`src/rtl/rssa_pkg.sv`:
```
// Shared constants, register map and operation codes of the rotate, subtract and skip unit.
package rssa_pkg;

	localparam int DATA_W = 8;
	localparam int ADDR_W = 5;
	localparam int BUS_W  = 32;
	localparam int FLAG_W = 6;
	localparam int OP_W   = 5;
	localparam int BSEL_W = 3;

	// Register byte offsets on the bus.
	localparam logic [ADDR_W-1:0] OFS_CMD  = 5'h00;
	localparam logic [ADDR_W-1:0] OFS_WORK = 5'h04;
	localparam logic [ADDR_W-1:0] OFS_MEM  = 5'h08;
	localparam logic [ADDR_W-1:0] OFS_IMM  = 5'h0c;
	localparam logic [ADDR_W-1:0] OFS_FLAG = 5'h10;
	localparam logic [ADDR_W-1:0] OFS_STAT = 5'h14;

	// Field positions in the command word.
	localparam int CMD_OP_LSB  = 0;
	localparam int CMD_BIT_LSB = 8;

	// Status register bits.
	localparam int STAT_BUSY  = 0;
	localparam int STAT_SKIP  = 1;
	localparam int STAT_DUMMY = 2;

	// Flag register bits.
	localparam int FLG_C  = 0;
	localparam int FLG_Z  = 1;
	localparam int FLG_AC = 2;
	localparam int FLG_OV = 3;
	localparam int FLG_SC = 4;
	localparam int FLG_CZ = 5;

	localparam logic [DATA_W-1:0] BYTE_RST = 8'h00;
	localparam logic [FLAG_W-1:0] FLAG_RST = 6'h00;
	localparam logic [DATA_W-1:0] ALL_ONES = 8'hff;
	localparam logic [DATA_W-1:0] ONE      = 8'h01;
	localparam logic [DATA_W-1:0] ZERO     = 8'h00;

	typedef enum logic [OP_W-1:0] {
		OP_NOP          = 5'b00000,
		OP_ROT_L        = 5'b00001,
		OP_ROT_L_W      = 5'b00010,
		OP_ROT_LC       = 5'b00011,
		OP_ROT_LC_W     = 5'b00100,
		OP_ROT_R        = 5'b00101,
		OP_ROT_R_W      = 5'b00110,
		OP_ROT_RC       = 5'b00111,
		OP_ROT_RC_W     = 5'b01000,
		OP_SUBB_MEM     = 5'b01001,
		OP_SUBB_IMM     = 5'b01010,
		OP_SUBB_TO_MEM  = 5'b01011,
		OP_SUB_MEM      = 5'b01100,
		OP_SUB_TO_MEM   = 5'b01101,
		OP_SUB_IMM      = 5'b01110,
		OP_DEC_SKIP     = 5'b01111,
		OP_DEC_SKIP_W   = 5'b10000,
		OP_SET_BYTE     = 5'b10001,
		OP_SET_BIT      = 5'b10010,
		OP_INC_SKIP     = 5'b10011,
		OP_INC_SKIP_W   = 5'b10100,
		OP_SKIP_BIT_NZ  = 5'b10101,
		OP_SKIP_BYTE_NZ = 5'b10110
	} rssa_op_type;

	typedef enum logic [1:0] {
		ST_IDLE  = 2'b00,
		ST_EXEC  = 2'b01,
		ST_DUMMY = 2'b10
	} rssa_state_type;

	function automatic logic is_skip_op(input rssa_op_type op);
		is_skip_op = (op == OP_DEC_SKIP) || (op == OP_DEC_SKIP_W) ||
			(op == OP_INC_SKIP) || (op == OP_INC_SKIP_W) ||
			(op == OP_SKIP_BIT_NZ) || (op == OP_SKIP_BYTE_NZ);
	endfunction : is_skip_op

endpackage : rssa_pkg

```
`src/rtl/rssa_subtract.sv`:
```
// Eight-bit subtractor with borrow and the full arithmetic flag set.
`timescale 1ns/10ps
module rssa_subtract (
	input  wire logic [rssa_pkg::DATA_W-1:0] minuend,    // Working register value.
	input  wire logic [rssa_pkg::DATA_W-1:0] subtrahend, // Memory byte or immediate.
	input  wire logic                        borrow_in,  // Extra one to subtract.
	input  wire logic                        chain,      // Zero flag chains with previous.
	input  wire logic                        cz_in,      // Previous chained zero flag.
	output logic      [rssa_pkg::DATA_W-1:0] diff,       // Eight-bit difference.
	output logic      [rssa_pkg::FLAG_W-1:0] flags       // Resulting flags.
);

	logic [rssa_pkg::DATA_W:0] wide;
	logic [4:0]                low;
	logic                      wrap;

	always_comb
	begin
		wide = {1'b0, minuend} - {1'b0, subtrahend} - {8'h00, borrow_in};
		low  = {1'b0, minuend[3:0]} - {1'b0, subtrahend[3:0]} - {4'h0, borrow_in};
		diff = wide[rssa_pkg::DATA_W-1:0];
		wrap = (minuend[7] ^ subtrahend[7]) & (diff[7] ^ minuend[7]);
		flags = rssa_pkg::FLAG_RST;
		// Carry means no borrow: a negative result clears it.
		flags[rssa_pkg::FLG_C]  = ~wide[rssa_pkg::DATA_W];
		flags[rssa_pkg::FLG_Z]  = (diff == rssa_pkg::ZERO);
		flags[rssa_pkg::FLG_AC] = ~low[4];
		flags[rssa_pkg::FLG_OV] = wrap;
		// The sign of the true result survives an overflow.
		flags[rssa_pkg::FLG_SC] = wrap ^ diff[7];
		// A multi-byte borrow chain is zero only if every byte was.
		flags[rssa_pkg::FLG_CZ] = chain ? ((diff == rssa_pkg::ZERO) & cz_in)
			: (diff == rssa_pkg::ZERO);
	end

endmodule : rssa_subtract

```
`src/rtl/rssa_top.sv`:
```
// Rotate, subtract, set and skip execution unit with an Avalon-MM register port.
//
// The Avalon-MM register port and the register addresses are this design's own decisions.
`timescale 1ns/10ps
module rssa_top (
	input  wire logic                        ref_clk,     // Instruction clock.
	input  wire logic                        reset,       // Synchronous reset.
	input  wire logic [rssa_pkg::ADDR_W-1:0] address,     // Byte address.
	input  wire logic                        read,        // Read request.
	input  wire logic                        write,       // Write request.
	input  wire logic [rssa_pkg::BUS_W-1:0]  writedata,   // Write data.
	input  wire logic [3:0]                  byteenable,  // Write byte lanes.
	output logic      [rssa_pkg::BUS_W-1:0]  readdata,    // Read data.
	output logic                             waitrequest, // Request not yet taken.
	output logic                             busy,        // Instruction in progress.
	output logic                             dummy_slot,  // Dummy cycle of a skip.
	output logic                             skip_next,   // Last skip decision.
	output logic                             op_done      // Instruction finished.
);

	rssa_pkg::rssa_state_type state_q;
	rssa_pkg::rssa_op_type    op_q;
	logic [rssa_pkg::BSEL_W-1:0] bsel_q;
	logic [rssa_pkg::DATA_W-1:0] work_q;
	logic [rssa_pkg::DATA_W-1:0] mem_q;
	logic [rssa_pkg::DATA_W-1:0] imm_q;
	logic [rssa_pkg::FLAG_W-1:0] flags_q;
	logic [rssa_pkg::BUS_W-1:0]  rdata_q;
	logic                        ack_q;
	logic                        skip_q;
	logic                        done_q;
	logic                        req;
	logic                        acc_wr;
	logic                        exec;
	logic [rssa_pkg::DATA_W-1:0] sub_rhs;
	logic                        sub_borrow;
	logic                        sub_chain;
	logic [rssa_pkg::DATA_W-1:0] sub_diff;
	logic [rssa_pkg::FLAG_W-1:0] sub_flags;
	logic [rssa_pkg::DATA_W-1:0] work_d;
	logic [rssa_pkg::DATA_W-1:0] mem_d;
	logic [rssa_pkg::FLAG_W-1:0] flags_d;
	logic                        work_we;
	logic                        mem_we;
	logic                        skip_d;
	logic                        carry;
	function automatic logic hit(input logic [rssa_pkg::ADDR_W-1:0] adr,
		input logic [rssa_pkg::ADDR_W-1:0] ofs);
		hit = (adr == ofs);
	endfunction : hit
	function automatic logic [rssa_pkg::BUS_W-1:0] widen(input logic [rssa_pkg::DATA_W-1:0] v);
		widen = {24'h000000, v};
	endfunction : widen

	// Bus handshake: every read takes two cycles, a write at least two.
	// Writes wait while an instruction runs so that operands stay stable.
	assign req         = read | write;
	assign waitrequest = req & ~ack_q;
	assign acc_wr      = write & ack_q;
	assign exec        = (state_q == rssa_pkg::ST_EXEC);
	assign carry       = flags_q[rssa_pkg::FLG_C];

	always_ff @(posedge ref_clk)
	begin
		if (reset)
			ack_q <= 1'b0;
		else
			ack_q <= req & ~ack_q & ~(write & busy);
	end
	// Read data is captured one cycle ahead so it stands at the taking edge.
	always_ff @(posedge ref_clk)
	begin
		if (reset)
			rdata_q <= 32'h00000000;
		else if (read & ~ack_q)
		begin
			if (hit(address, rssa_pkg::OFS_CMD))
				rdata_q <= {21'h000000, bsel_q, 3'h0, op_q};
			else if (hit(address, rssa_pkg::OFS_WORK))
				rdata_q <= widen(work_q);
			else if (hit(address, rssa_pkg::OFS_MEM))
				rdata_q <= widen(mem_q);
			else if (hit(address, rssa_pkg::OFS_IMM))
				rdata_q <= widen(imm_q);
			else if (hit(address, rssa_pkg::OFS_FLAG))
				rdata_q <= widen({2'b00, flags_q});
			else if (hit(address, rssa_pkg::OFS_STAT))
				rdata_q <= widen({5'h00, dummy_slot, skip_q, busy});
			else
				rdata_q <= 32'h00000000;
		end
	end

	assign readdata = rdata_q;
	// A command write with byte lane 0 enabled launches the instruction in the next cycle.
	always_ff @(posedge ref_clk)
	begin
		if (reset)
		begin
			op_q   <= rssa_pkg::OP_NOP;
			bsel_q <= 3'h0;
		end
		else if (acc_wr && hit(address, rssa_pkg::OFS_CMD))
		begin
			if (byteenable[0])
				op_q <= rssa_pkg::rssa_op_type'(writedata[rssa_pkg::CMD_OP_LSB +: rssa_pkg::OP_W]);
			if (byteenable[1])
				bsel_q <= writedata[rssa_pkg::CMD_BIT_LSB +: rssa_pkg::BSEL_W];
		end
	end
	always_ff @(posedge ref_clk)
	begin
		if (reset)
			state_q <= rssa_pkg::ST_IDLE;
		else
		begin
			case (state_q)
				rssa_pkg::ST_IDLE:
				begin
					if (acc_wr && hit(address, rssa_pkg::OFS_CMD) && byteenable[0])
						state_q <= rssa_pkg::ST_EXEC;
				end
				rssa_pkg::ST_EXEC:
				begin
					// The dummy slot stands whether or not the skip is taken.
					if (rssa_pkg::is_skip_op(op_q))
						state_q <= rssa_pkg::ST_DUMMY;
					else
						state_q <= rssa_pkg::ST_IDLE;
				end
				rssa_pkg::ST_DUMMY:
					state_q <= rssa_pkg::ST_IDLE;
				default:
					state_q <= rssa_pkg::ST_IDLE;
			endcase
		end
	end
	assign busy       = (state_q != rssa_pkg::ST_IDLE);
	assign dummy_slot = (state_q == rssa_pkg::ST_DUMMY);
	// Subtract operand and borrow selection.
	always_comb
	begin
		sub_rhs    = mem_q;
		sub_borrow = 1'b0;
		sub_chain  = 1'b0;
		case (op_q)
			rssa_pkg::OP_SUBB_MEM, rssa_pkg::OP_SUBB_TO_MEM:
			begin
				sub_borrow = ~carry;
				sub_chain  = 1'b1;
			end
			rssa_pkg::OP_SUBB_IMM:
			begin
				sub_rhs    = imm_q;
				sub_borrow = ~carry;
				sub_chain  = 1'b1;
			end
			rssa_pkg::OP_SUB_IMM:
				sub_rhs = imm_q;
			default:
				sub_rhs = mem_q;
		endcase
	end

	rssa_subtract u_subtract (
		.minuend    (work_q),
		.subtrahend (sub_rhs),
		.borrow_in  (sub_borrow),
		.chain      (sub_chain),
		.cz_in      (flags_q[rssa_pkg::FLG_CZ]),
		.diff       (sub_diff),
		.flags      (sub_flags)
	);
	// Operation decode; all results are one byte wide.
	always_comb
	begin
		work_d  = work_q;
		mem_d   = mem_q;
		flags_d = flags_q;
		work_we = 1'b0;
		mem_we  = 1'b0;
		skip_d  = 1'b0;
		case (op_q)
			rssa_pkg::OP_ROT_L:
			begin
				mem_d  = {mem_q[6:0], mem_q[7]};
				mem_we = 1'b1;
			end
			rssa_pkg::OP_ROT_L_W:
			begin
				work_d  = {mem_q[6:0], mem_q[7]};
				work_we = 1'b1;
			end
			rssa_pkg::OP_ROT_LC:
			begin
				mem_d  = {mem_q[6:0], carry};
				mem_we = 1'b1;
				flags_d[rssa_pkg::FLG_C] = mem_q[7];
			end
			rssa_pkg::OP_ROT_LC_W:
			begin
				work_d  = {mem_q[6:0], carry};
				work_we = 1'b1;
				flags_d[rssa_pkg::FLG_C] = mem_q[7];
			end
			rssa_pkg::OP_ROT_R:
			begin
				mem_d  = {mem_q[0], mem_q[7:1]};
				mem_we = 1'b1;
			end
			rssa_pkg::OP_ROT_R_W:
			begin
				work_d  = {mem_q[0], mem_q[7:1]};
				work_we = 1'b1;
			end
			rssa_pkg::OP_ROT_RC:
			begin
				mem_d  = {carry, mem_q[7:1]};
				mem_we = 1'b1;
				flags_d[rssa_pkg::FLG_C] = mem_q[0];
			end
			rssa_pkg::OP_ROT_RC_W:
			begin
				work_d  = {carry, mem_q[7:1]};
				work_we = 1'b1;
				flags_d[rssa_pkg::FLG_C] = mem_q[0];
			end
			rssa_pkg::OP_SUBB_MEM, rssa_pkg::OP_SUBB_IMM,
			rssa_pkg::OP_SUB_MEM, rssa_pkg::OP_SUB_IMM:
			begin
				work_d  = sub_diff;
				work_we = 1'b1;
				flags_d = sub_flags;
			end
			rssa_pkg::OP_SUBB_TO_MEM, rssa_pkg::OP_SUB_TO_MEM:
			begin
				mem_d   = sub_diff;
				mem_we  = 1'b1;
				flags_d = sub_flags;
			end
			rssa_pkg::OP_DEC_SKIP:
			begin
				mem_d  = mem_q - rssa_pkg::ONE;
				mem_we = 1'b1;
				skip_d = (mem_d == rssa_pkg::ZERO);
			end
			rssa_pkg::OP_DEC_SKIP_W:
			begin
				work_d  = mem_q - rssa_pkg::ONE;
				work_we = 1'b1;
				skip_d  = (work_d == rssa_pkg::ZERO);
			end
			rssa_pkg::OP_SET_BYTE:
			begin
				mem_d  = rssa_pkg::ALL_ONES;
				mem_we = 1'b1;
			end
			rssa_pkg::OP_SET_BIT:
			begin
				mem_d  = mem_q | (rssa_pkg::ONE << bsel_q);
				mem_we = 1'b1;
			end
			rssa_pkg::OP_INC_SKIP:
			begin
				mem_d  = mem_q + rssa_pkg::ONE;
				mem_we = 1'b1;
				skip_d = (mem_d == rssa_pkg::ZERO);
			end
			rssa_pkg::OP_INC_SKIP_W:
			begin
				work_d  = mem_q + rssa_pkg::ONE;
				work_we = 1'b1;
				skip_d  = (work_d == rssa_pkg::ZERO);
			end
			rssa_pkg::OP_SKIP_BIT_NZ:
				skip_d = mem_q[bsel_q];
			rssa_pkg::OP_SKIP_BYTE_NZ:
			begin
				// The byte is read and written back unchanged.
				mem_we = 1'b1;
				skip_d = (mem_q != rssa_pkg::ZERO);
			end
			default:
				skip_d = 1'b0;
		endcase
	end
	// Bus writes cannot meet an execute cycle: they are held off while busy.
	always_ff @(posedge ref_clk)
	begin
		if (reset)
			work_q <= rssa_pkg::BYTE_RST;
		else if (exec && work_we)
			work_q <= work_d;
		else if (acc_wr && hit(address, rssa_pkg::OFS_WORK) && byteenable[0])
			work_q <= writedata[rssa_pkg::DATA_W-1:0];
	end
	always_ff @(posedge ref_clk)
	begin
		if (reset)
			mem_q <= rssa_pkg::BYTE_RST;
		else if (exec && mem_we)
			mem_q <= mem_d;
		else if (acc_wr && hit(address, rssa_pkg::OFS_MEM) && byteenable[0])
			mem_q <= writedata[rssa_pkg::DATA_W-1:0];
	end
	always_ff @(posedge ref_clk)
	begin
		if (reset)
			imm_q <= rssa_pkg::BYTE_RST;
		else if (acc_wr && hit(address, rssa_pkg::OFS_IMM) && byteenable[0])
			imm_q <= writedata[rssa_pkg::DATA_W-1:0];
	end
	always_ff @(posedge ref_clk)
	begin
		if (reset)
			flags_q <= rssa_pkg::FLAG_RST;
		else if (exec)
			flags_q <= flags_d;
		else if (acc_wr && hit(address, rssa_pkg::OFS_FLAG) && byteenable[0])
			flags_q <= writedata[rssa_pkg::FLAG_W-1:0];
	end
	// Skip decision holds until the next instruction executes.
	always_ff @(posedge ref_clk)
	begin
		if (reset)
			skip_q <= 1'b0;
		else if (exec)
			skip_q <= skip_d;
	end
	always_ff @(posedge ref_clk)
	begin
		if (reset)
			done_q <= 1'b0;
		else
			done_q <= (exec && !rssa_pkg::is_skip_op(op_q)) || dummy_slot;
	end
	assign skip_next = skip_q;
	assign op_done   = done_q;

endmodule : rssa_top

```
`config.mk`:
```
export PLATFORM = sky130hd
export DESIGN_NAME = rssa_top
export DESIGN_NICKNAME = d
export VERILOG_FILES = /design/src/rtl/rssa_pkg.sv /design/src/rtl/rssa_subtract.sv /design/src/rtl/rssa_top.sv
export SDC_FILE = /design/constraint.sdc
export NUM_CORES = 1
export LEC_CHECK = 0
export BUFFER_PORTS_ARGS = -buffer_cell sky130_fd_sc_hd__buf_4
export CORE_MARGIN = 2
export CORE_UTILIZATION = 59
export DETAILED_ROUTE_END_ITERATION = 8
export GPL_TIMING_DRIVEN = 0
export PLACE_DENSITY_LB_ADDON = 0.08
export SYNTH_ARGS = -nofsm -noshare
export SYNTH_HDL_FRONTEND = slang
export SYNTH_SLANG_ARGS = --single-unit
```
`constraint.sdc`:
```
create_clock -name ref_clk -period 5.45 [get_ports ref_clk]
set_clock_uncertainty 0.1 [all_clocks]
set_input_delay 1.09 -clock ref_clk [delete_from_list [all_inputs] [get_ports ref_clk]]
set_output_delay 1.09 -clock ref_clk [all_outputs]
set_load 0.03 [all_outputs]
```
### After elaboration in Yosys (flattened, before gate mapping)

Index checks and enable logic that the tools add are counted.

* flip-flop bits (word level): 75
* input port bits: 45
* output and inout bits: 37
* word-level logic and storage cells: 146

* $add $sub $neg: 6
* magnitude comparators: 1
* equal/unequal tests: 34
* shifts and indexed selects: 1
* multiplexer cells: 28
* bitwise logic cells: 17
* reductions and logical operators: 47

Operator list (count)
* case mux 8 bit (9 select lines): 1
* 2-to-1 mux 8 bit: 8
* case mux 8 bit (7 select lines): 1
* == test 5 x 4 -> 1 bit, second input constant: 10
* == test 5 bit, second input constant: 9
* == test 5 x 3 -> 1 bit, second input constant: 5
* zero test 8 bit: 3
* 2-to-1 mux 6 bit: 3
* logical AND 1 bit: 13
* AND reduction 2 bit: 6
* OR reduction 2 bit: 6
* 2-to-1 mux 11 bit: 1
* OR reduction 11 bit: 1
* == test 5 x 2 -> 1 bit, second input constant: 2
* != test 10 x 1 -> 1 bit, second input constant: 1
* OR reduction 10 bit: 1
* subtractor 8 x 8 -> 9 bit: 1
* subtractor 9 x 1 -> 9 bit: 1
* adder 8 x 1 -> 8 bit, second input constant: 1
* != test 8 x 1 -> 1 bit, second input constant: 1
* OR 8 bit: 1
* nonzero test 2 bit: 4
* nonzero test 8 bit: 1
* << shifter 1 x 3 -> 8 bit, first input constant: 1
* 28 further kinds: 52

### Logic depth before layout (Yosys ltp)

Gate-level depths: netlist of the first run.

* depth after elaboration: 10
* mapped depth: 17

### Cells and area by module

From an unflattened synthesis of the first run, not the netlist that was laid out.

* cells, all modules: 717
* area total of the unflattened synthesis: 5475.3 µm²

By module, submodules not included
* rssa_top: instances 1, cells each 634, area each 4850.9 µm²
* rssa_subtract: instances 1, cells each 83, area each 624.3 µm²

### Worst setup path before layout of the first run

No wires, ideal clock.

* kind: reg-to-reg
* start: reg op_q[1]
* end: reg flags_q[1] (netlist name)
* setup time: 0.088 ns
* data arrival time: 3.750 ns
* required time: 5.262 ns
* path slack: 1.512 ns
* stages on the path, launching flop included: 17
* buffers on the path: 4
* period minus slack after synthesis: 3.938 ns
* cells stage by stage: dfxtp_1 -> buf_6 -> buf_2 -> buf_2 -> nand2b_1 -> nor2_1 -> clkbuf_1 -> o21ai_0 -> fa_1 -> inv_1 -> ha_1 -> o21a_1 -> or3_4 -> a211o_1 -> a2111oi_2 -> nand2_1 -> a311oi_2

* longest elaborated chain between the ends: 8
* elaborated cells between the ends (all ways): 18
* those cells by class: add/sub (2); eq/ne (7); mux (4); reduce/logical (5)

Ends and longest elaborated chain
* start: declaration: line rssa_top.sv:22 `rssa_pkg::rssa_op_type op_q;`
* start signal: assignment: line rssa_top.sv:100 `op_q <= rssa_pkg::OP_NOP;`
* start signal: assignment: line rssa_top.sv:106 `op_q <= rssa_pkg::rssa_op_type'(writedata[rssa_pkg::CMD_OP_LSB +: rssa_pkg::OP_W]);`
* == test 5 x 4 -> 1 bit: line rssa_top.sv:146, rssa_top.sv:183
* OR reduction 2 bit (no source line)
* 2-to-1 mux 8 bit: line rssa_top.sv:146 `case (op_q)`
* subtractor 8 x 8 -> 9 bit: line rssa_subtract.sv:19 `wide = {1'b0, minuend} - {1'b0, subtrahend} - {8'h00, borrow_in};`
* subtractor 9 x 1 -> 9 bit: line rssa_subtract.sv:19
* zero test 8 bit: line rssa_subtract.sv:26 `flags[rssa_pkg::FLG_Z] = (diff == rssa_pkg::ZERO);`
* 2-to-1 mux 5 bit: line rssa_top.sv:183 `case (op_q)`
* 2-to-1 mux 6 bit: line rssa_top.sv:317 `else if (exec)`
* end signal: assignment: line rssa_top.sv:316 `flags_q <= rssa_pkg::FLAG_RST;`
* end signal: assignment: line rssa_top.sv:318 `flags_q <= flags_d;`
* end signal: assignment: line rssa_top.sv:320 `flags_q <= writedata[rssa_pkg::FLAG_W-1:0];`
* end: declaration: line rssa_top.sv:27 `logic [rssa_pkg::FLAG_W-1:0] flags_q;`

Parallel ways exist; a longest one is shown, timed or not. The select of a mux whose other input is x is not followed.
A chain may end at the register's enable or synchronous reset.

### Worst setup path in the final report of the first run

* start: reg mem_q[0] (netlist name)
* end: reg flags_q[4] (netlist name)

* longest elaborated chain between the ends: 8

Ends and longest elaborated chain
* start: declaration: line rssa_top.sv:25 `logic [rssa_pkg::DATA_W-1:0] mem_q;`
* start signal: assignment: line rssa_top.sv:300 `mem_q <= rssa_pkg::BYTE_RST;`
* start signal: assignment: line rssa_top.sv:302 `mem_q <= mem_d;`
* start signal: assignment: line rssa_top.sv:304 `mem_q <= writedata[rssa_pkg::DATA_W-1:0];`
* 2-to-1 mux 8 bit (*): line rssa_top.sv:146
* subtractor 8 x 8 -> 9 bit (*): line rssa_subtract.sv:19
* subtractor 9 x 1 -> 9 bit (*): line rssa_subtract.sv:19
* XOR 1 bit: line rssa_subtract.sv:22 `wrap = (minuend[7] ^ subtrahend[7]) & (diff[7] ^ minuend[7]);`
* bitwise AND 1 bit: line rssa_subtract.sv:22
* XOR 1 bit (*): line rssa_subtract.sv:30 `flags[rssa_pkg::FLG_SC] = wrap ^ diff[7];`
* 2-to-1 mux 5 bit (*): line rssa_top.sv:183
* 2-to-1 mux 6 bit (*): line rssa_top.sv:317

Mark *: on every way between the ends. The rest lies on a longest branch, timed or not. The select of a mux whose other input is x is not followed.

==> key figures, run 1 <==
Clock network
  – Clock Path Buffers: 2
  – H-tree lvl count: 2
  – CTS Hold Bufs: 0
  – CTS Root Cell: clkbuf_8
  – CTS buffer count: 5
  – Post-CTS setup buffers: 0
  – Post-CTS Resized: 0
  – Clock transition at path regs: 0.10 ns
  – Worst-skew pair later-pin latency: 0.33 ns
  – CTS tree: built
  – Clock Sinks: 54

Hold path
  – WHS Path Cells: 2
  – Min-Delay Path Class: reg2reg
  – Worst Min Path Start: readdata[9]$_SDFFE_PP0P_
  – Hold Path Sink: readdata[9]$_SDFFE_PP0P_

Timing
  – RSZ-0062 raised after global routing: false
  – WHS: around 0.37 ns
  – Slew Viols, Final: 0
  – Final Hold Viols: 0
  – Slew @ Worst Pin: 1.04 ns
  – Setup TNS: 0 ns
  – Worst rel slew slack: slightly above 30%
  – Final setup viols: 0
  – Fin crit share: between 90% and 100%
  – Final min period: ~5 ns
  – Fmax: between 150 and 200 MHz

GRT
  – GRT Util Overall: approximately 43%
  – Total grt overflow: 0
  – Initial antenna violation count: 1
  – Vias in the first global route: between 5,000 and 6,000
  – Largest net degree at the start of global routing: 17
  – First-pass GRT wire length: roughly 32 mm

Logic synthesis
  – Post-Syn Area: between 0.005 and 0.006 mm²
  – Mean Syn Cell Area: 7.52 µm²
  – Seq cells post-synth: between 50 and 60
  – Syn. warnings: 0
  – Post-synth EDFFs: 0
  – Syn Inst Count: 710
  – Sequential share of the synthesized area: around a fifth
  – Main synth FF type: dfxtp_1
  – Async set-reset flop share out of synthesis: 0%
  – Synth unique cells: 81

Detailed routing
  – Drt drc: 0
  – DR iter-0 viols: a little over 800
  – Vias per inst: 7.19
  – Final wirelength: 21.1 mm
  – DR WL/cell: 23.9 µm
  – Vias: roughly 6,300
  – Pre-antenna DRT Iters: 6
  – Post-DRT Antenna Nets: 0

Floorplanning
  – Die area: approximately 0.01 mm²
  – Die Ht: around 99 µm
  – Die X: 99.1 µm
  – Placeable Area: just under 0.009 mm²
  – Initial core utilization: about three fifths
  – I/O pins: 82
  – Num rows: 34

Place
  – Buffers on Ports: 34
  – Post-Place Cells: approximately 870
  – HPWL after detailed placement: 16.0 mm
  – Gpl congestion: 1.03

Setup path
  – Reg2Reg Depth: 11
  – Maximum fanout along the worst path: 10
  – Required time worst endpoint: 5.58 ns
  – R2R setup slack: between 0.4 and 0.5 ns
  – Critical Path Source: mem_q[0]$_SDFFE_PP0P_
  – CP Cell Sequence: clkbuf_1, clkinv_1, o21ai_0, fa_1, ha_1, o21a_1, o32ai_2, mux2i_1, nand3_1, and3_1, a2111oi_2
  – Crit path capture type: register
  – Critical Path AT: just over 5 ns
  – Worst r2r dst: flags_q[4]$_SDFFE_PP0P_
  – CP peak stage delay: ~0.75 ns
  – Worst path slowest cell: mux2i_1
  – Reg-to-reg startpoint: mem_q[0]$_SDFFE_PP0P_
  – Setup CP Type: reg2reg
  – Critical Path Source Type: register

Power and ir drop
  – PwrDens: 125 mW/mm²
  – Peak VDD IR: roughly 0.14 mV
  – Leakage: between 2 and 2.5 nW

Finish
  – Fillers: 741
  – Non-filler cells, final: 880
  – Commonest non-fill, non-tap cell in the layout: nor2_1
  – Area grow syn2layout: 10.3%
  – Layout Nets: 836
  – Most frequent cells in the layout: 74 x nor2_1, 57 x buf_4, 54 x a21oi_1, 54 x dfxtp_1, 49 x nand2_1
  – Proportion of layout cells with a drive suffix above 1: ~16%

Run
  – Number of max-cap violations: 0

Status
  – Status: finished clean
[worst max-delay path by stage]
stage / endpoint
detailed placement: flags_q[4]$_SDFFE_PP0P_
floorplan: flags_q[1]$_SDFFE_PP0P_
global route: flags_q[4]$_SDFFE_PP0P_
global placement: flags_q[4]$_SDFFE_PP0P_
CTS: flags_q[4]$_SDFFE_PP0P_
finish: flags_q[4]$_SDFFE_PP0P_
[sequential cells by signal (all words and copies together), names as in the netlist]
register   count
flags_q        6
readdata      11
op_done        1
bsel_q         3
ack_q          1
imm_q          8
mem_q          8
op_q           5
state_q        2
work_q         8
skip_next      1
[Yosys cell counts, types with 4 or more instances]
cell	count	area [µm²]
inv_1	28	105
buf_4	23	173
xnor2_1	8	70.1
a2bb2oi_1	5	43.8
o21ai_0	27	135
buf_6	5	56.3
clkbuf_1	30	113
ha_1	18	225
a21o_1	6	45.0
nand4b_1	4	35.0
or3_1	5	31.3
o22ai_1	4	25.0
nor2b_1	14	87.6
o221ai_1	6	52.6
a21oi_1	54	270
mux2_2	8	90.1
nor3b_1	5	37.5
dfxtp_1	54	1080
o211ai_1	9	67.6
nor2_2	4	25.0
a22oi_1	14	105
and3_1	9	56.3
nand3b_1	4	30.0
a2111oi_2	4	60.1
buf_2	18	90.1
a2111oi_0	6	52.6
o21a_1	4	30.0
a32oi_1	4	35.0
nand3_1	22	110
nor3_1	21	105
nand2b_1	10	62.6
xor2_1	7	61.3
mux2i_1	29	290
a211o_1	4	35.0
nor4_1	4	25.0
nor2_1	74	278
a221oi_1	22	193
nand2_1	49	184
a31oi_1	6	37.5
a221o_1	5	50.1
and2_1	5	31.3
o32ai_1	4	35.0
a211oi_1	14	105
[per-stage QoR]
step	area, µm²	setup slack [ns]	utilization [%]	total power, mW
after floorplan	5420	1.51	-	0.480
after global placement	5810	0.738	66.2	0.512
after detailed placement	5810	0.682	66.2	0.514
after CTS	5890	0.642	67.2	0.735
after global routing	5890	0.304	67.2	0.756
final	5890	0.439	67.2	0.739
[power by group]
group	total [mW]	switching, mW	internal [mW]
clock network	0.230	0.141	0.0893
registers	0.400	0.00258	0.398
logic	0.109	0.0716	0.0372
total	0.739	0.215	0.524
[worst max-delay path, delay by kind of cell, from the launching register on]
family	cells	cell delay, ns
AO/OA/AOI/OAI	4	1.24
AND/OR/NAND/NOR	2	0.39
multiplexers	1	0.75
adder cells (fa/ha/maj)	2	0.70
buffers and inverters	2	1.15
flip-flops	1	0.56
[cell families after synthesis]
logic type / count (synthesis) / share of synthesized area [%]
AO/OA/AOI/OAI: 220 / 30.0
XOR/XNOR: 15 / 2.46
adder cells (fa/ha/maj): 20 / 4.97
buffers and inverters: 108 / 10.3
flip-flops: 54 / 20.2
multiplexers: 37 / 7.12
other: 1 / 0.0702
AND/OR/NAND/NOR: 255 / 24.8
[area by class of cell]
cell class | count | area (µm²) | share of cell area [%]
antenna | 1 | 2.50 | 0.0425
buffer | 79 | 443 | 7.52
clock buffer | 5 | 68.8 | 1.17
clock inverter | 2 | 13.8 | 0.234
inverter | 29 | 109 | 1.85
multi-input combinational | 568 | 3780 | 64.2
sequential | 54 | 1080 | 18.4
tap | 108 | 135 | 2.29
timing repair buffer | 34 | 255 | 4.33
[per-layer routing]
metal	GRT usage [%]	routed length [µm]	up-vias	share of wire, %
li1	-	-	2719	-
met1	54.9	7610	2901	36
met2	66.7	9230	577	44
met3	9.14	2840	129	14
met4	22.4	1380	0	6.6
met5	0	0	-	0
Power figures use the tool's default switching activity.
==> run 2, diff against run 1 <==
--- a/config.mk
+++ b/config.mk
@@ -13,4 +13,5 @@
 export PLACE_DENSITY_LB_ADDON = 0.08
 export SYNTH_ARGS = -nofsm -noshare
 export SYNTH_HDL_FRONTEND = slang
+export SYNTH_HIERARCHICAL = 1
 export SYNTH_SLANG_ARGS = --single-unit
==> run 2 against run 1 <==
Net effect:
- flip-flop and latch count did not move
- cell count is 1.3% higher
- area after synthesis is 2.5% higher
- combinational power rose by 8%
- critical endpoint is now mem_q[7]$_SDFFE_PP0P_
==> key figures, run 2 <==
Finish
  – Layout Nets: between 800 and 900
  – Most frequent cells in the layout: 65 x buf_4, 61 x nand2_1, 56 x a21oi_1, 56 x nor2_1, 54 x dfxtp_1
  – Proportion of layout cells with a drive suffix above 1: between 15 and 20%
  – Post-route design area: ~0.0061 mm²
  – Commonest non-fill, non-tap cell in the layout: buf_4
  – Area grow syn2layout: 10.9%
  – Antenna diodes: 0
  – Number of flip-flops in the largest register: 11

Power and ir drop
  – Combinational Power Share: ~14%
  – Clock power share: 36.2%
  – Leakage: around 2.3 nW
  – Switch share: between 20% and 30%
  – Peak VDD IR: 0.108 mV
  – Switch Pwr: 0.233 mW
  – Sequential cell fraction of total power: 49.3%
  – PwrDens: 134 mW/mm²
  – Cell Int Power: 0.579 mW

Setup path
  – Setup CP Type: reg2reg
  – R2R setup slack: around 0.72 ns
  – CP peak stage delay: between 0.4 and 0.5 ns
  – CP Cell Sequence: buf_4, buf_4, buf_2, nor3_1, buf_2, mux2_2, ha_1, inv_1, ha_1, nand4_1, a21oi_2, a2111oi_4, xnor2_2, nand2_1, o211a_1, o32ai_1, a211o_1, o221ai_1, a311oi_1
  – Worst path slowest cell: xnor2_2
  – Maximum fanout along the worst path: 10
  – Reg-to-reg startpoint: op_q[4]$_SDFFE_PP0P_
  – Critical Path Source: op_q[4]$_SDFFE_PP0P_
  – Cell family with most CP delay: compound AO/OA/AOI/OAI gates
  – Required time worst endpoint: ~5.6 ns
  – Worst r2r dst: mem_q[7]$_SDFFE_PP0P_
  – Bufs and invs on worst path: 5
  – Reg2Reg Depth: 19
  – Crit path capture type: register
  – Critical Path AT: a little under 5 ns
  – Critical Path Source Type: register

Logic synthesis
  – Most instantiated cells after synthesis: 61 x nand2_1, 56 x a21oi_1, 56 x nor2_1
  – Synth unique cells: 96
  – Count leader, synth: nand2_1
  – Sequential share of the synthesized area: 19.7%
  – Syn. warnings: 6
  – Mean Syn Cell Area: about 7.6 µm²
  – Post-synth EDFFs: 0
  – Seq cells post-synth: between 50 and 60
  – Synth area leaders: dfxtp_1 20%, a21oi_1 5.1%, mux2i_1 4.9%
  – Leading area contributor after synthesis: dfxtp_1
  – Async set-reset flop share out of synthesis: 0%
  – Post-synth top area share: around 20%
  – Main synth FF type: dfxtp_1
  – Syn Inst Count: 717
  – Post-Syn Area: around 0.0055 mm²

Timing
  – Slew Viols, Final: 0
  – Fmax: 211 MHz
  – Final setup viols: 0
  – Final Hold Viols: 0
  – Fin crit share: between 80 and 90%
  – Setup WS post-layout: 0.718 ns
  – Final min period: approximately 4.7 ns
  – WHS: 0.360 ns
  – Slew @ Worst Pin: between 0.7 and 0.8 ns
  – Worst rel slew slack: between 40% and 50%
  – Setup TNS: 0 ns
  – RSZ-0062 raised after global routing: false

Place
  – Gpl congestion: 1.00
  – Buffers on Ports: 35
  – Place WS: around 0.89 ns
  – HPWL after detailed placement: 15.0 mm
  – Placed cell areas: a little under 0.006 mm²

Clock network
  – CTS buffer count: 5
  – CTS tree: built
  – Clock Path Buffers: 2
  – CTS Root Cell: clkbuf_8
  – Post-CTS setup buffers: 0
  – Post-CTS Resized: 0
  – Worst-skew pair later-pin latency: 0.32 ns
  – CTS Hold Bufs: 0
  – H-tree lvl count: 2
  – Clock transition at path regs: 0.11 ns
  – Clock Sinks: 54

Detailed routing
  – Final wirelength: 19.6 mm
  – Drt drc: 0
  – DR iter-0 viols: between 1,000 and 1,500
  – Pre-antenna DRT Iters: 7
  – Vias: 6,089
  – Post-DRT Antenna Nets: 0
  – DR WL/cell: 22.0 µm
  – Vias per inst: roughly 7

Floorplanning
  – Die X: roughly 100 µm
  – Die area: a little over 0.01 mm²
  – Initial core utilization: between 60 and 70%
  – Num rows: 35
  – Placeable Area: approximately 0.0091 mm²
  – Die Ht: roughly 100 µm
  – I/O pins: between 80 and 90

Hold path
  – Min-Delay Path Class: reg2reg
  – Worst Min Path Start: readdata[9]$_SDFFE_PP0P_
  – Hold Path Sink: readdata[9]$_SDFFE_PP0P_
  – WHS Path Cells: 2

GRT
  – Vias in the first global route: 5,532
  – GRT Util Overall: about two fifths
  – Initial antenna violation count: 0
  – Total grt overflow: 0
  – First-pass GRT wire length: between 30 and 40 mm
  – Largest net degree at the start of global routing: 19

Run
  – Number of max-cap violations: 0

Status
  – Status: finished clean
run 2: cell types whose count changed after synthesis, moves of 4 or more:
cell,change
nor2_1,-18
nand2_1,+12
a221oi_1,-9
a311oi_1,+9
a211oi_1,-7
buf_4,+7
o21ai_0,+7
buf_2,-6
inv_1,+5
nand3_1,+5
a2111oi_0,-4
a222oi_1,+4
nand4b_1,-4
run 2: how the worst max path moves through the flow:
| stage | endpoint | cells past startpoint | slack [ns] |
|---|---|---|---|
| after floorplan | mem_q[7]$_SDFFE_PP0P_ | 19 | 1.58 |
| after CTS | mem_q[7]$_SDFFE_PP0P_ | 19 | 0.86 |
| after global routing | mem_q[7]$_SDFFE_PP0P_ | 17 | 0.60 |
| final | mem_q[7]$_SDFFE_PP0P_ | 19 | 0.72 |
| after detailed placement | mem_q[7]$_SDFFE_PP0P_ | 19 | 0.89 |
| after global placement | mem_q[7]$_SDFFE_PP0P_ | 19 | 0.91 |
run 2: per-stage QoR:
| step | total power [mW] | utilization (%) | instances |
|---|---|---|---|
| detailed placement | 0.523 | 65.3 | 883 |
| global route | 0.830 | 66.6 | 891 |
| finish | 0.812 | 66.6 | 891 |
| CTS | 0.807 | 66.6 | 891 |
| global placement | 0.522 | 65.3 | 883 |
| floorplan | 0.486 | - | 737 |
run 2: metal layers:
layer	vias up	share of wire (%)	global-route usage, %
li1	2712	-	-
met1	2789	37	50.1
met3	94	13	7.73
met4	0	4.9	15.8
met5	-	0	0
met2	494	45	61.9
run 2: logic make-up after synthesis:
family          share of synthesized area [%]
mux                                      7.31
xor+xnor                                 2.86
buf+inv                                  11.2
simple gates                             25.8
compound gates                           28.4
flops                                    19.7
other cells                            0.0685
fa+ha+maj                                4.62
run 2: tightest hold or removal path: stages, from the launching register on:
cell,delay (ns)
dfxtp_1,0.33
nand2_1,0.05
a21oi_1,0.05
run 2: power groups by stage:
stage / Sequential, mW / Combinational [mW] / Clock [mW]
after floorplan: 0.414 / 0.0714 / 0
after global placement: 0.409 / 0.112 / 0
after detailed placement: 0.410 / 0.114 / 0
after CTS: 0.400 / 0.114 / 0.292
after global routing: 0.401 / 0.123 / 0.305
final: 0.401 / 0.118 / 0.294
run 2: area by class of cell:
type                            instances  area [µm²]
Multi-Input combinational cell        569        3850
Fill cell                             828        3040
Sequential cell                        54        1080
Buffer                                 80         488
Timing Repair Buffer                   35         263
Tap cell                              111         139
Inverter                               34         128
Clock buffer                            5        68.8
Clock inverter                          3        48.8
==> run 3, diff against run 2 <==
--- a/config.mk
+++ b/config.mk
@@ -5,9 +5,10 @@
 export SDC_FILE = /design/constraint.sdc
 export NUM_CORES = 1
 export LEC_CHECK = 0
+export ABC_AREA = 1
 export BUFFER_PORTS_ARGS = -buffer_cell sky130_fd_sc_hd__buf_4
 export CORE_MARGIN = 2
-export CORE_UTILIZATION = 59
+export CORE_UTILIZATION = 58
 export DETAILED_ROUTE_END_ITERATION = 8
 export GPL_TIMING_DRIVEN = 0
 export PLACE_DENSITY_LB_ADDON = 0.08
==> run 3 against run 2 <==
Net effect:
- non-clock buffer count fell by 34
- sequential share of layout area rose by 0.92 points
- critical path depth rose by 3
- area after synthesis fell by 6.1%
- first-iteration DRC count fell by 33%
- sequential power barely moved
- largest power group unchanged
==> key figures, run 3 <==
Power and ir drop
  – Switch share: between 20% and 30%
  – Clock power share: between 30% and 40%
  – Cell Int Power: between 0.6 and 0.7 mW
  – Peak VDD IR: 0.155 mV
  – Switch Pwr: between 0.2 and 0.25 mW
  – PwrDens: approximately 150 mW/mm²
  – Combinational Power Share: between 10% and 20%
  – Sequential cell fraction of total power: a little under half
  – Leakage: just under 3 nW

Logic synthesis
  – Leading area contributor after synthesis: dfxtp_1
  – Count leader, synth: nand2_1
  – Main synth FF type: dfxtp_1
  – Mean Syn Cell Area: between 5 and 6 µm²
  – Seq cells post-synth: between 50 and 60
  – Post-synth top area share: between 20% and 30%
  – Synth area leaders: dfxtp_1 21%, nand2_1 19%, inv_1 9.3%
  – Async set-reset flop share out of synthesis: 0%
  – Sequential share of the synthesized area: 21.0%
  – Syn. warnings: 6
  – Post-synth EDFFs: 0
  – Post-Syn Area: between 0.005 and 0.006 mm²
  – Synth unique cells: 34
  – Most instantiated cells after synthesis: 261 x nand2_1, 128 x inv_1, 121 x nor2_1
  – Syn Inst Count: roughly 930

Finish
  – Number of flip-flops in the largest register: 11
  – Commonest non-fill, non-tap cell in the layout: nand2_1
  – Antenna diodes: 0
  – Proportion of layout cells with a drive suffix above 1: between 10% and 20%
  – Post-layout util: around 67%
  – Most frequent cells in the layout: 261 x nand2_1, 128 x inv_1, 121 x nor2_1, 94 x nand3_1, 81 x o21ai_0
  – Fillers: between 800 and 900
  – Area grow syn2layout: 12.3%
  – Non-filler cells, final: between 1,000 and 1,500
  – Layout Nets: around 1,100

Clock network
  – Clock Path Buffers: 2
  – Post-CTS setup buffers: 0
  – Post-CTS Resized: 0
  – CTS tree: built
  – CTS buffer count: 5
  – H-tree lvl count: 2
  – CTS Hold Bufs: 0
  – Clock transition at path regs: approximately 0.1 ns
  – Worst-skew pair later-pin latency: 0.32 ns
  – CTS Root Cell: clkbuf_8
  – Clock Sinks: 54

Floorplanning
  – I/O pins: ~80
  – Die area: between 0.009 and 0.01 mm²
  – Placeable Area: between 0.008 and 0.009 mm²
  – Initial core utilization: between 50% and 60%
  – Num rows: 34
  – Die X: 98.1 µm
  – Die Ht: ~98 µm

Timing
  – Slew Viols, Final: 0
  – RSZ-0062 raised after global routing: false
  – Fin crit share: between 70% and 80%
  – Final min period: ~4.2 ns
  – WHS: 0.374 ns
  – Setup WS post-layout: approximately 1.3 ns
  – Final Hold Viols: 0
  – Slew @ Worst Pin: 0.865 ns
  – Final setup viols: 0
  – Worst rel slew slack: a little over two fifths
  – Fmax: approximately 240 MHz
  – Setup TNS: 0 ns

Run
  – Number of max-cap violations: 0

Hold path
  – Min-Delay Path Class: reg2reg

Detailed routing
  – Pre-antenna DRT Iters: 6
  – Drt drc: 0
  – DR WL/cell: roughly 16 µm
  – Vias: ~6,400
  – Post-DRT Antenna Nets: 0
  – Vias per inst: roughly 5.8
  – Final wirelength: around 18 mm
  – DR iter-0 viols: approximately 750

Setup path
  – Setup CP Type: reg2reg
  – End of the critical path: flags_q[5]$_SDFFE_PP0P_
  – Critical Path AT: ~4.3 ns
  – Required time worst endpoint: 5.59 ns
  – Crit path capture type: register
  – Reg2Reg Depth: 22
  – Critical Path Source Type: register
  – Critical Path Source: op_q[3]$_SDFFE_PP0P_
  – R2R setup slack: between 1 and 1.5 ns
  – Maximum fanout along the worst path: 10
  – Worst r2r dst: flags_q[5]$_SDFFE_PP0P_
  – Reg-to-reg startpoint: op_q[3]$_SDFFE_PP0P_

GRT
  – Vias in the first global route: 5,682
  – Initial antenna violation count: 0
  – GRT Util Overall: between 30% and 40%
  – First-pass GRT wire length: approximately 29 mm
  – Total grt overflow: 0
  – Largest net degree at the start of global routing: 17

Place
  – Gpl congestion: slightly above 1
  – HPWL after detailed placement: 14.0 mm
  – Place WS: 1.43 ns
  – Post-Place Cells: about 1,100
  – Buffers on Ports: 37

Status
  – Status: finished clean
==> run 3: cell types whose count changed in the layout (fill, tap and decap cells not counted), sizes merged, moves of 13 or more <==
cell,delta
a221oi,-14
a22oi,-16
buf,-21
inv,+97
mux2i,-28
nand2,+210
nand2b,-13
nand3,+68
nor2,+68
nor2b,-13
nor3,-22
o21ai,+44
==> run 3: critical path: stages (launching register included) <==
cell      delay (ns)
dfxtp_1         0.31
buf_2           0.26
inv_1           0.12
nor2_1          0.29
nand2_1         0.26
clkbuf_1        0.27
a21oi_1         0.28
inv_1           0.09
fa_1            0.43
ha_1            0.30
nand2_1         0.09
nand3_1         0.10
nand2_1         0.09
nand3_1         0.07
nand2_1         0.08
nand2_1         0.15
nor2_1          0.15
nand2_1         0.13
nor2_2          0.10
nand2_1         0.05
o21ai_0         0.10
o21ai_0         0.12
a21oi_1         0.15
==> run 3: routing by layer <==
metal | GRT usage [%] | part of all wire, %
met3 | 5.15 | 11
met2 | 59.1 | 44
met5 | 0 | 0
met1 | 50.3 | 40
met4 | 17.7 | 5.2
==> run 3: kinds of logic after synthesis <==
kind of cell,count (synthesis),share of synthesized area (%)
compound gates,152,15.4
fa+ha+maj,19,4.92
simple gates,518,42.6
xor+xnor,6,1.02
flops,54,21.0
buf+inv,179,14.9
other cells,1,0.0730
==> run 3: worst min path at each step <==
stage	start	to	slack [ns]	depth (start not counted)
6_report	readdata[7]$_SDFFE_PP0P_	readdata[7]$_SDFFE_PP0P_	0.37	2
3_5_place_dp	flags_q[4]$_SDFFE_PP0P_	flags_q[4]$_SDFFE_PP0P_	0.36	2
4_1_cts	flags_q[4]$_SDFFE_PP0P_	flags_q[4]$_SDFFE_PP0P_	0.38	2
2_1_floorplan	flags_q[3]$_SDFFE_PP0P_	flags_q[3]$_SDFFE_PP0P_	0.33	2
5_1_grt	flags_q[4]$_SDFFE_PP0P_	flags_q[4]$_SDFFE_PP0P_	0.39	2
3_3_place_gp	flags_q[3]$_SDFFE_PP0P_	flags_q[3]$_SDFFE_PP0P_	0.36	2
==> run 3: stage by stage <==
stage,power (mW),cell area (µm²)
finish,0.856,5770
global route,0.881,5770
CTS,0.851,5770
detailed placement,0.529,5630
global placement,0.529,5630
floorplan,0.492,5220
==> run 3: power groups by stage <==
stage | registers (mW) | logic, mW | clock network, mW
after floorplan | 0.419 | 0.0732 | 0
after global placement | 0.412 | 0.117 | 0
after detailed placement | 0.412 | 0.118 | 0
after CTS | 0.402 | 0.118 | 0.331
after global routing | 0.403 | 0.130 | 0.348
final | 0.403 | 0.121 | 0.332
==> run 3: final cells by class <==
cell class / instances / area (µm²) / share of cell area [%]
Clock inverter: 2 / 60.1 / 1.04
Timing Repair Buffer: 37 / 278 / 4.81
Sequential cell: 54 / 1080 / 18.7
Inverter: 135 / 507 / 8.78
Multi-Input combinational cell: 716 / 3370 / 58.3
Tap cell: 108 / 135 / 2.34
Clock buffer: 6 / 82.6 / 1.43
Buffer: 44 / 260 / 4.51
